File: config.mk
export PLATFORM = sky130hd
export DESIGN_NAME = cascade_coordinator
export DESIGN_NICKNAME = d
export VERILOG_FILES = /design/src/cascade_pkg.sv /design/src/sec_tick.sv /design/src/pin_sync.sv /design/src/cascade_coordinator.sv
export SDC_FILE = /design/constraint.sdc
export NUM_CORES = 1
export LEC_CHECK = 0
export ABC_AREA = 1
export BUFFER_PORTS_ARGS = -buffer_cell sky130_fd_sc_hd__buf_2
export CAP_MARGIN = 20
export CORE_UTILIZATION = 68
export CTS_BUF_LIST = sky130_fd_sc_hd__clkbuf_4
export DETAILED_ROUTE_END_ITERATION = 7
export PLACE_DENSITY = 0.9
export REMOVE_ABC_BUFFERS = 1
export SLEW_MARGIN = 20
export SYNTH_ARGS = -nofsm -noshare
export SYNTH_HDL_FRONTEND = slang
export SYNTH_SLANG_ARGS = --single-unit
export TNS_END_PERCENT = 20
File: constraint.sdc
create_clock -name core_clk -period 5.55 [get_ports core_clk]
set_input_delay 0.2775 -clock core_clk [delete_from_list [all_inputs] [get_ports core_clk]]
set_output_delay 0.2775 -clock core_clk [all_outputs]
set_load 0.01 [all_outputs]
File: src/cascade_pkg.sv
// package of constants and types for the pump group coordinator
package cascade_pkg;
  localparam int CLK_HZ = 20_000_000;
  localparam int MAX_PUMPS = 8;
  localparam logic [2:0] MASTER_ADDR = 3'h0;
  localparam logic [2:0] FIRST_SLAVE_ADDR = 3'h1;
  localparam logic [2:0] LAST_SLAVE_ADDR = 3'h7;
  // times in their own units
  localparam int HALT_SEC = 30;
  localparam int SHORT_SWAP_MIN = 5;
  localparam int SEC_PER_MIN = 60;
  localparam int SEC_PER_HOUR = 3600;
  localparam int SEC_CYCLES = CLK_HZ;
  localparam logic [15:0] HALT_SECS = 16'(HALT_SEC);
  localparam logic [15:0] SHORT_SWAP_SECS = 16'(SHORT_SWAP_MIN * SEC_PER_MIN);
  localparam logic [15:0] HOUR_SECS = 16'(SEC_PER_HOUR);
  // avalon register byte addresses
  localparam logic [5:0] REG_CTRL = 6'h00;
  localparam logic [5:0] REG_PERIOD = 6'h04;
  localparam logic [5:0] REG_STATUS = 6'h08;
  localparam logic [5:0] REG_IRQ_STAT = 6'h0C;
  localparam logic [5:0] REG_IRQ_CLR = 6'h10;
  localparam logic [5:0] REG_IRQ_EN = 6'h14;
  localparam logic [5:0] REG_PARAM = 6'h18;
  localparam logic [5:0] REG_PEER = 6'h1C;
  // control register fields
  localparam int CTRL_MODE = 0;
  localparam int CTRL_ROT = 1;
  localparam int CTRL_AUTORST = 2;
  localparam int CTRL_MENU = 3;
  localparam int CTRL_START = 4;
  localparam int CTRL_STOP = 5;
  localparam int CTRL_KEY = 6;
  localparam int CTRL_ADDR_LSB = 8;
  localparam int CTRL_EXCL_LSB = 16;
  // interrupt events
  localparam int IRQ_W = 4;
  localparam int EV_LINK_LOST = 0;
  localparam int EV_ADDR_CONF = 1;
  localparam int EV_SWAP = 2;
  localparam int EV_COPY = 3;
  typedef enum logic [2:0] {
    ST_IDLE = 3'b000,
    ST_RUN = 3'b001,
    ST_LOST = 3'b010,
    ST_CONFLICT = 3'b011,
    ST_MENU = 3'b100
  } group_state_t;
endpackage : cascade_pkg

File: src/sec_tick.sv
// one-second enable pulse divider
`timescale 1ns/10ps
module sec_tick #(
  parameter int CYCLES = 20_000_000
) (
  // clock and reset
  input wire logic core_clk,
  input wire logic resetn,
  // output pulse
  output logic tick
);
  typedef struct packed {
    logic [31:0] cnt;
    logic tick;
  } tick_state_t;
  tick_state_t s_reg, s_next;
  // count up and pulse at wrap
  always_comb begin
    s_next = s_reg;
    s_next.tick = 1'b0;
    if (s_reg.cnt == 32'(CYCLES - 1)) begin
      s_next.cnt = 32'h0000_0000;
      s_next.tick = 1'b1;
    end else begin
      s_next.cnt = s_reg.cnt + 32'h0000_0001;
    end
  end
  always_ff @(posedge core_clk or negedge resetn) begin
    if (!resetn) begin
      s_reg <= '0;
    end else begin
      s_reg <= s_next;
    end
  end
  assign tick = s_reg.tick;
endmodule : sec_tick

File: src/pin_sync.sv
// three-stage synchroniser with agreement filter
`timescale 1ns/10ps
module pin_sync #(
  parameter int W = 8
) (
  // clock and reset
  input wire logic core_clk,
  input wire logic resetn,
  // pins in, filtered out
  input wire logic [W-1:0] pin_in,
  output logic [W-1:0] pin_out
);
  typedef struct packed {
    logic [W-1:0] s1;
    logic [W-1:0] s2;
    logic [W-1:0] s3;
    logic [W-1:0] q;
  } sync_state_t;
  sync_state_t s_reg, s_next;
  // per bit update once stages two and three agree
  always_comb begin
    s_next = s_reg;
    s_next.s1 = pin_in;
    s_next.s2 = s_reg.s1;
    s_next.s3 = s_reg.s2;
    for (int i = 0; i < W; i++) begin
      if (s_reg.s2[i] == s_reg.s3[i]) begin
        s_next.q[i] = s_reg.s3[i];
      end
    end
  end
  always_ff @(posedge core_clk or negedge resetn) begin
    if (!resetn) begin
      s_reg <= '0;
    end else begin
      s_reg <= s_next;
    end
  end
  assign pin_out = s_reg.q;
endmodule : pin_sync

File: src/cascade_coordinator.sv
// group coordinator for a cascade of pump inverters
//
// The implementer's own choices: the register offsets and register access over Avalon-MM.
`timescale 1ns/10ps
module cascade_coordinator
  import cascade_pkg::*;
#(
  parameter int SEC_CYC = cascade_pkg::SEC_CYCLES,
  parameter int NP = cascade_pkg::MAX_PUMPS
) (
  // clock and reset
  input wire logic core_clk,
  input wire logic resetn,
  // avalon-mm slave
  input wire logic [5:0] avs_address,
  input wire logic avs_read,
  input wire logic avs_write,
  input wire logic [31:0] avs_writedata,
  output logic [31:0] avs_readdata,
  output logic avs_waitrequest,
  // link view of the other units (pins)
  input wire logic [NP-1:0] peer_alive,
  input wire logic [NP-1:0] peer_at_max,
  input wire logic power_surplus,
  input wire logic power_short,
  input wire logic orig_master_back,
  // outputs
  output logic [NP-1:0] pump_run,
  output logic link_active,
  output logic param_copy,
  output logic link_lost_alarm,
  output logic address_conflict_alarm,
  output logic [2:0] node_addr,
  output logic irq
);
  import cascade_pkg::*;

  typedef struct packed {
    logic mode;
    logic rot;
    logic autorst;
    logic menu;
    logic [2:0] cfg_addr;
    logic [NP-1:0] excl;
    logic [15:0] period;
    logic [31:0] param;
    group_state_t st;
    logic [NP-1:0] run;
    logic [2:0] lead;
    logic [2:0] addr;
    logic promoted;
    logic [15:0] halt_s;
    logic [15:0] run_s;
    logic [15:0] run_h;
    logic copy;
    logic [IRQ_W-1:0] irq_stat;
    logic [IRQ_W-1:0] irq_en;
    logic [31:0] rdata;
    logic ack;
  } coord_state_t;
  coord_state_t s_reg, s_next;

  logic tick;
  logic [NP-1:0] alive_q, atmax_q;
  logic [2:0] misc_q;
  logic wr_hit, rd_hit, keypad, start_cmd, stop_cmd;
  logic [NP-1:0] elig, all_max;
  logic [IRQ_W-1:0] ev;

  // one-second enable
  sec_tick #(.CYCLES(SEC_CYC)) u_tick (
    .core_clk(core_clk),
    .resetn(resetn),
    .tick(tick)
  );

  // synchronise link and sensor pins
  pin_sync #(.W(2 * NP + 3)) u_sync (
    .core_clk(core_clk),
    .resetn(resetn),
    .pin_in({peer_alive, peer_at_max, power_surplus, power_short, orig_master_back}),
    .pin_out({alive_q, atmax_q, misc_q})
  );

  // bus strobes, one wait cycle per access
  assign wr_hit = avs_write && s_reg.ack; // write lands where waitrequest is low
  assign rd_hit = avs_read && !s_reg.ack;
  assign avs_waitrequest = (avs_read || avs_write) && !s_reg.ack;
  assign avs_readdata = s_reg.rdata;
  assign keypad = wr_hit && (avs_address == REG_CTRL) && avs_writedata[CTRL_KEY];
  // commands only honoured at the master address
  assign start_cmd = wr_hit && (avs_address == REG_CTRL) && avs_writedata[CTRL_START]
    && (s_reg.addr == MASTER_ADDR);
  assign stop_cmd = wr_hit && (avs_address == REG_CTRL) && avs_writedata[CTRL_STOP]
    && (s_reg.addr == MASTER_ADDR);

  // eligible pumps: alive and present, failed units dropped
  always_comb begin
    for (int i = 0; i < NP; i++) begin
      elig[i] = alive_q[i];
      all_max[i] = !s_reg.run[i] || atmax_q[i];
    end
  end

  // next state
  always_comb begin
    logic [2:0] idx;
    logic found;
    logic [15:0] limit;
    idx = 3'h0;
    found = 1'b0;
    limit = 16'h0000;
    s_next = s_reg;
    s_next.copy = 1'b0;
    ev = '0;
    s_next.ack = (avs_read || avs_write) && !s_reg.ack;
    // register writes
    if (wr_hit) begin
      case (avs_address)
        REG_CTRL: begin
          s_next.mode = avs_writedata[CTRL_MODE];
          s_next.rot = avs_writedata[CTRL_ROT];
          s_next.autorst = avs_writedata[CTRL_AUTORST];
          s_next.menu = avs_writedata[CTRL_MENU];
          s_next.cfg_addr = avs_writedata[CTRL_ADDR_LSB +: 3];
          s_next.excl = avs_writedata[CTRL_EXCL_LSB +: NP];
        end
        REG_PERIOD: s_next.period = avs_writedata[15:0];
        REG_PARAM: s_next.param = avs_writedata;
        REG_IRQ_EN: s_next.irq_en = avs_writedata[IRQ_W-1:0];
        default: ;
      endcase
    end
    if (!s_reg.promoted && s_reg.st == ST_IDLE) begin
      s_next.addr = s_next.cfg_addr;
    end
    // read mux
    if (rd_hit) begin
      case (avs_address)
        REG_CTRL: s_next.rdata = 32'({s_reg.excl, 5'h00, s_reg.cfg_addr, 4'h0, s_reg.menu,
          s_reg.autorst, s_reg.rot, s_reg.mode});
        REG_PERIOD: s_next.rdata = {16'h0000, s_reg.period};
        REG_STATUS: s_next.rdata = 32'({s_reg.run, 2'h0, s_reg.lead, 1'b0, s_reg.addr,
          s_reg.promoted, s_reg.st});
        REG_IRQ_STAT: s_next.rdata = 32'(s_reg.irq_stat);
        REG_IRQ_EN: s_next.rdata = 32'(s_reg.irq_en);
        REG_PARAM: s_next.rdata = s_reg.param;
        REG_PEER: s_next.rdata = {16'h0000, atmax_q, alive_q};
        default: s_next.rdata = 32'h0000_0000;
      endcase
    end
    // group state machine
    case (s_reg.st)
      ST_IDLE: begin
        s_next.run = '0;
        if (s_reg.menu) begin
          s_next.st = ST_MENU;
        end else if (s_reg.mode && s_reg.addr == FIRST_SLAVE_ADDR && !alive_q[0]
            && !s_reg.promoted && s_reg.autorst) begin
          // an idle slave one still watches for master loss
          s_next.st = ST_LOST;
          s_next.halt_s = '0;
        end else if (start_cmd && s_reg.mode) begin
          // run the first eligible pump from the lead position; lead itself is not changed
          for (int k = 0; k < NP; k++) begin
            if (!found && elig[3'(s_reg.lead + 3'(k))]) begin
              idx = 3'(s_reg.lead + 3'(k));
              found = 1'b1;
            end
          end
          if (found) begin
            s_next.run[idx] = 1'b1;
          end
          s_next.st = ST_RUN;
          s_next.run_s = '0;
          s_next.run_h = '0;
        end
      end
      ST_RUN: begin
        s_next.run = s_reg.run & elig;
        if (s_reg.menu) begin
          s_next.st = ST_MENU;
          s_next.run = '0;
        end else if (stop_cmd) begin
          s_next.st = ST_IDLE;
        end else if (s_reg.addr == FIRST_SLAVE_ADDR && !alive_q[0] && s_reg.promoted == 1'b0
            && s_reg.autorst) begin
          s_next.st = ST_LOST;
          s_next.halt_s = '0;
          s_next.run = '0;
        end else if (s_reg.promoted && misc_q[0] && s_reg.autorst) begin
          s_next.st = ST_CONFLICT;
          s_next.halt_s = '0;
          s_next.run = '0;
        end else if (misc_q[2] && (&all_max)) begin
          // start next pump in priority order
          for (int k = 0; k < NP; k++) begin
            if (!found && elig[3'(s_reg.lead + 3'(k))] && !s_reg.run[3'(s_reg.lead + 3'(k))]) begin
              idx = 3'(s_reg.lead + 3'(k));
              found = 1'b1;
            end
          end
          if (found && tick) begin
            s_next.run[idx] = 1'b1;
          end
        end else if (misc_q[1] && tick) begin
          // stop the last running pump in priority order after the lead
          for (int k = 0; k < NP; k++) begin
            if (s_reg.run[3'(s_reg.lead + 3'(k))] && k != 0) begin
              idx = 3'(s_reg.lead + 3'(k));
              found = 1'b1;
            end
          end
          if (found) begin
            s_next.run[idx] = 1'b0;
          end else begin
            s_next.run = '0;
          end
        end
        // duty rotation timer
        limit = (s_reg.period == 16'h0000) ? SHORT_SWAP_SECS : HOUR_SECS;
        if (s_reg.rot && tick) begin
          s_next.run_s = s_reg.run_s + 16'h0001;
          if (s_next.run_s >= limit) begin
            s_next.run_s = '0;
            s_next.run_h = s_reg.run_h + 16'h0001;
            if (s_reg.period == 16'h0000 || s_next.run_h >= s_reg.period) begin
              s_next.run_h = '0;
              found = 1'b0;
              // advance lead among participating units
              for (int k = 1; k <= NP; k++) begin
                if (!found && elig[3'(s_reg.lead + 3'(k))]
                    && !s_reg.excl[3'(s_reg.lead + 3'(k))]) begin
                  idx = 3'(s_reg.lead + 3'(k));
                  found = 1'b1;
                end
              end
              if (found) begin
                s_next.lead = idx;
                s_next.run[s_reg.lead] = 1'b0;
                s_next.run[idx] = 1'b1;
              end
              ev[EV_SWAP] = 1'b1;
            end
          end
        end
      end
      ST_LOST, ST_CONFLICT: begin
        s_next.run = '0;
        if (keypad) begin
          s_next.st = ST_IDLE;
        end else if (tick) begin
          s_next.halt_s = s_reg.halt_s + 16'h0001;
          if (s_next.halt_s >= HALT_SECS) begin
            s_next.st = ST_RUN;
            s_next.promoted = (s_reg.st == ST_LOST);
            s_next.addr = (s_reg.st == ST_LOST) ? MASTER_ADDR : FIRST_SLAVE_ADDR;
          end
        end
      end
      ST_MENU: begin
        s_next.run = '0;
        if (!s_reg.menu) begin
          s_next.st = ST_IDLE;
          s_next.copy = 1'b1;
          ev[EV_COPY] = 1'b1;
        end
      end
      default: s_next.st = ST_IDLE;
    endcase
    ev[EV_LINK_LOST] = (s_next.st == ST_LOST || s_next.st == ST_MENU)
      && !(s_reg.st == ST_LOST || s_reg.st == ST_MENU);
    ev[EV_ADDR_CONF] = (s_next.st == ST_CONFLICT) && (s_reg.st != ST_CONFLICT);
    // sticky status, set wins over clear
    if (wr_hit && avs_address == REG_IRQ_CLR) begin
      s_next.irq_stat = s_reg.irq_stat & ~avs_writedata[IRQ_W-1:0];
    end
    s_next.irq_stat = s_next.irq_stat | ev;
  end

  always_ff @(posedge core_clk or negedge resetn) begin
    if (!resetn) begin
      s_reg <= '0;
    end else begin
      s_reg <= s_next;
    end
  end

  // outputs
  assign pump_run = s_reg.run;
  assign link_active = !(s_reg.st == ST_MENU || s_reg.st == ST_LOST);
  assign param_copy = s_reg.copy;
  assign link_lost_alarm = (s_reg.st == ST_MENU) || (s_reg.st == ST_LOST);
  assign address_conflict_alarm = (s_reg.st == ST_CONFLICT);
  assign node_addr = s_reg.addr;
  assign irq = |(s_reg.irq_stat & s_reg.irq_en);

  // assertions
  a_menu_alarm: assert property (@(posedge core_clk) disable iff (!resetn)
    (s_reg.st == ST_MENU) |-> (link_lost_alarm && !link_active))
    else $error("menu open without link alarm");
  a_menu_copy: assert property (@(posedge core_clk) disable iff (!resetn)
    (s_reg.st == ST_MENU && !s_reg.menu) |=> param_copy)
    else $error("no parameter copy after menu exit");
  a_halt_stop: assert property (@(posedge core_clk) disable iff (!resetn)
    (s_reg.st == ST_LOST || s_reg.st == ST_CONFLICT) |-> (pump_run == '0))
    else $error("pumps run during changeover halt");
  a_conf_alarm: assert property (@(posedge core_clk) disable iff (!resetn)
    (s_reg.st == ST_CONFLICT) |-> address_conflict_alarm)
    else $error("conflict without address alarm");
  a_key_abort: assert property (@(posedge core_clk) disable iff (!resetn)
    ((s_reg.st == ST_LOST) && keypad) |=> (s_reg.st == ST_IDLE))
    else $error("keypad did not abort changeover");
  a_no_autorst: assert property (@(posedge core_clk) disable iff (!resetn)
    (s_reg.st != ST_LOST && s_next.st == ST_LOST) |-> s_reg.autorst)
    else $error("changeover without automatic restart");
  a_start_one: assert property (@(posedge core_clk) disable iff (!resetn)
    (s_reg.st == ST_IDLE && s_next.st == ST_RUN) |=> ($countones(pump_run) <= 1))
    else $error("more than one pump at start");
  a_dead_drop: assert property (@(posedge core_clk) disable iff (!resetn)
    (s_reg.st == ST_RUN) |=> ((pump_run & ~$past(alive_q)) == '0))
    else $error("failed unit kept running");
  a_event_sticky: assert property (@(posedge core_clk) disable iff (!resetn)
    (ev != '0) |=> ((s_reg.irq_stat & $past(ev)) == $past(ev)))
    else $error("status event lost against clear");
endmodule : cascade_coordinator

* Word-level counts from Yosys, hierarchy flattened *
Index checks and enable logic that the tools add are counted.

storage, ports and cells
  word-level logic and storage cells = 613
  bits in registers = 280
  input port bits = 61
  output and inout bits = 49

operators by class
  bitwise operators = 13
  $lt $le $gt $ge = 20
  equal/unequal tests = 47
  reductions and logical operators = 150
  $add $sub $neg = 11
  mux-type cells = 327

operator list
  operator                 number
  $pmux W32 S7             1
  $mux W3                  67
  $mux W32                 6
  $mux W1                  187
  $mux W16                 7
  $mux W11                 9
  $bmux W1 S3              24
  $mux W8                  9
  $logic_and A1 B1 Y1      69
  $pmux W32 S2             1
  $mux W59                 1
  $logic_not A1 Y1         49
  $add A16 B1 Y16 const B  3
  $lt A3 B4 Y1 const B     12
  $mux W48                 1
  $pmux W16 S3             1
  $mux W20                 2
  $add A32 B1 Y32 const B  1
  $eq A32 B25 Y1 const B   1
  $and A8 B8 Y8            3
  $eq A6 B5 Y1 const B     4
  $pmux W8 S3              1
  $eq A1 B1 Y1             19
  $ge A16 B12 Y1           1
  39 further kinds         89

* Logic depth before layout (Yosys ltp) *
  depth after elaboration = 108
  depth in mapped cells = 37

* Hierarchy *
From an unflattened synthesis, not the netlist that was laid out.

second synthesis, totals
  cell total of the unflattened synthesis = 2177
  area total of the unflattened synthesis = 16361.9 um2

by module, submodules not included
  module               cells an instance  times used  area an instance (um2)  sequential area each (um2)
  cascade_coordinator  1708               1           11972.7                 4279.1
  pin_sync             171                1           2353.5                  1901.8
  sec_tick             298                1           2035.7                  825.8

* Least setup slack after synthesis *
OpenSTA, ideal clock, no wires.

  kind = register -> register
  from = register s_reg[95] (netlist name)
  to = register s_reg (netlist bit pump_run[4])
  arrival time = 3.626 ns
  library setup time = 0.073 ns
  cell stages (with the launch flop) = 29
  slack = 1.851 ns
  data required time = 5.477 ns
  cells stage by stage = dfrtp_1 -> inv_1 -> buf_2 -> clkbuf_1 -> ha_1 -> buf_2 -> inv_1 -> clkbuf_1 -> o21ai_0 -> nand2_1 -> nand3_4 -> nor2_8 -> nand2_4 -> nor2_4 -> nand3_1 -> o21ai_2 -> nand2_2 -> inv_2 -> nand2_2 -> o21ai_2 -> nand2_1 -> a21oi_1 -> o21ai_1 -> a31o_1 -> nand2_1 -> nand2_1 -> nand2_1 -> nand2_1 -> a21oi_2

on the way
  word-level cells in the longest chain between the ends = 108
  elaborated cells on any way between the ends = 387

ends and longest elaborated chain
  what                           RTL line                    text
  start, declared                cascade_coordinator.sv:61   coord_state_t s_reg, s_next;
  start signal, assigned         cascade_coordinator.sv:285  s_reg <= s_next;
  $bmux W1 S3                    n/a
  $mux W1 (implied by the code)  cascade_coordinator.sv:198  if (!found && elig[3'(s_reg.lead + 3'(k))] && !s_reg.run[3'(s_reg.lead + 3'(k))]) begin
  $logic_not A1 Y1               cascade_coordinator.sv:198
  $logic_and A1 B1 Y1            cascade_coordinator.sv:198
  $mux W1                        cascade_coordinator.sv:198
  $mux W1                        cascade_coordinator.sv:195  end else if (misc_q[2] && (&all_max)) begin
  $mux W1                        cascade_coordinator.sv:191  end else if (s_reg.promoted && misc_q[0] && s_reg.autorst) begin
  $mux W1                        cascade_coordinator.sv:186  end else if (s_reg.addr == FIRST_SLAVE_ADDR && !alive_q[0] && s_reg.promoted == 1'b0
  [... 92 more ...]              n/a
  $mux W1 (implied by the code)  cascade_coordinator.sv:241  s_next.run[idx] = 1'b1;
  $demux W1 S3                   cascade_coordinator.sv:241
  $or A8 B8 Y8 (no source line)  n/a
  $mux W11                       cascade_coordinator.sv:238  if (found) begin
  $mux W11                       cascade_coordinator.sv:227  if (s_reg.period == 16'h0000 || s_next.run_h >= s_reg.period) begin
  $mux W11                       cascade_coordinator.sv:224  if (s_next.run_s >= limit) begin
  $mux W11                       cascade_coordinator.sv:222  if (s_reg.rot && tick) begin
  $pmux W8 S3 (*)                cascade_coordinator.sv:153  case (s_reg.st)

Mark *: on every way between the ends. The rest lies on a longest branch, timed or not. The select of a mux whose other input is x is not followed.
A chain may end at the register's enable or synchronous reset.

* Worst setup path in the final report *
  from = register s_reg[60] (netlist name)
  to = register s_reg[48] (netlist name)

on the way
  word-level cells in the longest chain between the ends = 4

ends and longest elaborated chain
  what                                RTL line                    text
  $add A16 B1 Y16                     cascade_coordinator.sv:223  s_next.run_s = s_reg.run_s + 16'h0001;
  $ge A16 B12 Y1                      cascade_coordinator.sv:224
  $ne A2 B2 Y1 (no source line)       n/a
  $reduce_and A6 Y1 (no source line)  n/a

Every way passes these cells.

==> run_results.csv <==
group,metric,value,unit
sta,tightest_slew,1.04,ns
grt,grt_pass1_vias,15400,
synthesis,yosys_warnings,0,
synthesis,synth_seq_cells,280,
pwr,p_leak,0.00896,uW
sta,drv_slew,0,
sta,rsz0062_at_grt,"no",
sta,hold_viol_final,0,
die,dieArea,0.0239,mm^2
final_layout,area_delta_synth_final,12.1,%
final_layout,mostFrequentLayoutCells,"434 x nand2_1, 285 x inv_1, 280 x dfrtp_1",
pwr,cellPowerDensity,265,mW/mm^2
final_layout,final.fill_count,1461,
pwr,vdd_ir_drop_max,0.394,mV
sta,clock_skew,0.0568,ns
clocking,clk_latency,0.71,ns
synthesis,postSynthAreaPerCell,7.84,um^2
clocking,post_cts_buffers,0,
synthesis,yosys-top-cells-area,"dfrtp_1 44%, nand2_1 10%, inv_1 6.8%, o21ai_0 5.3%, nand3_1 4.0%",
outcome,outcome,"completed",
clocking,cts_buffer_depth,3,
final_layout,register_area,0.00701,mm^2
job,cap_viol_max_count,0,
final_layout,largest_reg_flops,127,
sta,fin_crit_sh,0.849,
synthesis,yosys.area.top_type_share,0.443,
synthesis,yosysTopAreaCell,"dfrtp_1",
routing,vias,15700,
die,die_w,154,um
die,core.rowCount,55,
grt,grt_max_degree,149,
die,io_pins,110,
worst_setup_path,critPathKind,"reg -> reg",
worst_setup_path,crit_path_end_kind,"flop",
worst_hold_path,hold_path.class,"in -> reg",
worst_setup_path,cp.required,6.11,ns
sta,whs,0.0847,ns
place,place_hpwl,32300,um
sta,fin_crit,4.71,ns
sta,fin_setup_tns,0,ns
final_layout,multi_input_area,0.00712,mm^2
clocking,tritoncts,"built",
clocking,root_buffer,"clkbuf_4",
routing,final_antenna_net_count,0,
routing,wirelength,52100,um
place,dpl.cell_count,2325,
die,initial_core_util,0.696,
grt,globalRouteMet1Util,0.546,
clocking,cts_made_buffers,73,
synthesis,netlist_area,0.0158,mm^2
final_layout,final_net_count,2267,
clocking,clock-sinks,280,
clocking,clk_pin_slew,0.07,ns
worst_setup_path,cp.arrival,5.27,ns
sta,setup_viol,0,
grt,use_met3,0.0807,
place,io_buffers,109,
worst_setup_path,start_kind,"flop",
final_layout,final_core_util,0.780,
grt,antenna_found_initial,1,
clocking,htree_num_levels,3,
final_layout,layout_commonest_cell,"nand2_1",
die,core,0.0227,mm^2
final_layout,fin_cells,2499,
routing,wl_per_cell,20.8,um
grt,met2_usage,0.730,
die,die_h,154,um
synthesis,synth_cell_types,63,
place,routabilityCongestion,0.993,
sta,fmax,0.212,GHz
grt,grt_pass1_wl,81400,um
routing,post-route-drc-count,0,
grt,grt_usage,0.443,
sta,slew_headroom,0.303,
grt,top_usage_layer,"met2",
synthesis,netlist_instances,2017,
grt,grt-ovfl-total,0,
worst_setup_path,cp_max_fo,18,
synthesis,seq_area_frac_synth,0.443,
final_layout,drive_gt1_frac,0.140,
routing,via_per_inst,6.30,
routing,first_pass_iters,6,
routing,first_iter_violations,2045,
==> worst paths after layout <==
kind	from	slack, ns	end	cells past startpoint
worst max-delay path	s_reg[60]$_DFFE_PN0P_	0.84	s_reg[48]$_DFFE_PN0P_	18
worst min-delay path	avs_address[5]	0.08	s_reg[39]$_DFF_PN0_	5
worst max register to register	s_reg[60]$_DFFE_PN0P_	0.84	s_reg[48]$_DFFE_PN0P_	18
worst min register to register	u_sync.s_next[54]$_DFF_PN0_	0.33	u_sync.s_next[35]$_DFF_PN0_	0
max in group asynchronous	resetn	4.30	u_tick.s_reg[25]$_DFF_PN0_	3
min in group asynchronous	resetn	0.10	avs_readdata[29]$_DFFE_PN0P_	2
==> cell type report <==
type / count / area share
Clock buffer: 106 / 0.0449
Tap cell: 285 / 0.0201
Antenna cell: 1 / 0.000141
Sequential cell: 280 / 0.395
Inverter: 300 / 0.0640
Clock inverter: 12 / 0.00501
Timing Repair Buffer: 175 / 0.0688
Multi-Input combinational cell: 1340 / 0.402
==> synth_stat cells (all sizes together) <==
master,count
o32ai,1
o22ai,34
nand2,456
o21bai,2
nand4,36
mux2i,3
a21boi,2
nor3,38
o2111ai,2
nor2,171
a21oi,82
xor2,39
inv,296
mux2,7
or2,2
o21a,9
a221oi,8
xnor2,5
ha,36
a22o,6
clkinv,4
a211oi,6
and2,1
o21ai,180
o41ai,2
a31o,8
a2111oi,1
and3,1
clkbuf,38
o211ai,6
o31ai,10
maj3,19
nor4,17
nand3,127
a22oi,11
dfrtp,280
o311ai,1
nand3b,2
a31oi,4
buf,59
o221ai,5
==> cell families after synthesis <==
group | after synthesis | share of synthesized area
buf+inv | 397 | 0.107
simple gates | 851 | 0.235
mux | 10 | 0.00689
compound gates | 380 | 0.141
xor+xnor | 44 | 0.0256
flops | 280 | 0.443
fa+ha+maj | 55 | 0.0405
==> per-layer routing <==
| layer | vias to the layer above | part of all wire |
|---|---|---|
| met1 | 7327 | 0.36 |
| li1 | 6926 | - |
| met2 | 1172 | 0.47 |
| met4 | 0 | 0.067 |
| met3 | 313 | 0.098 |
| met5 | - | 0 |
==> worst max-delay path, cell delays in order (launching register included) <==
cell	delay, ns
dfrtp_1	0.40
inv_1	0.09
nor3_1	0.37
nand3_1	0.21
nor2_1	0.14
inv_1	0.09
nor2_1	0.15
nand3_1	0.13
nor3_1	0.39
xor2_1	0.21
inv_1	0.09
ha_1	0.32
a21oi_1	0.13
o21ai_0	0.08
nor3_1	0.18
nand4_1	0.25
nor2_2	0.70
nor2_1	0.40
o22ai_1	0.26
==> metrics by stage <==
step	total power [uW]	cell area, um^2	setup WS [ns]
floorplan	2590	15200	0.939
global placement	2800	16300	1.16
CTS	4620	17700	1.03
finish	4700	17700	0.840
detailed placement	2820	16300	1.16
global route	4860	17700	0.558
==> power breakdown <==
part | total (uW) | internal (uW) | switching (uW)
Sequential | 2220 | 2130 | 88.5
Clock | 1830 | 920 | 911
Combinational | 655 | 217 | 438
Total | 4700 | 3270 | 1440
==> timing repair <==
action | in CTS | in global routing
endpoints found under the setup margin | 0 | 0
hold buffers | 54 | 0
endpoints found under the hold margin | 230 | 0
gates resized for setup | 0 | 0
Note: power is estimated with default switching activity, not from simulation.
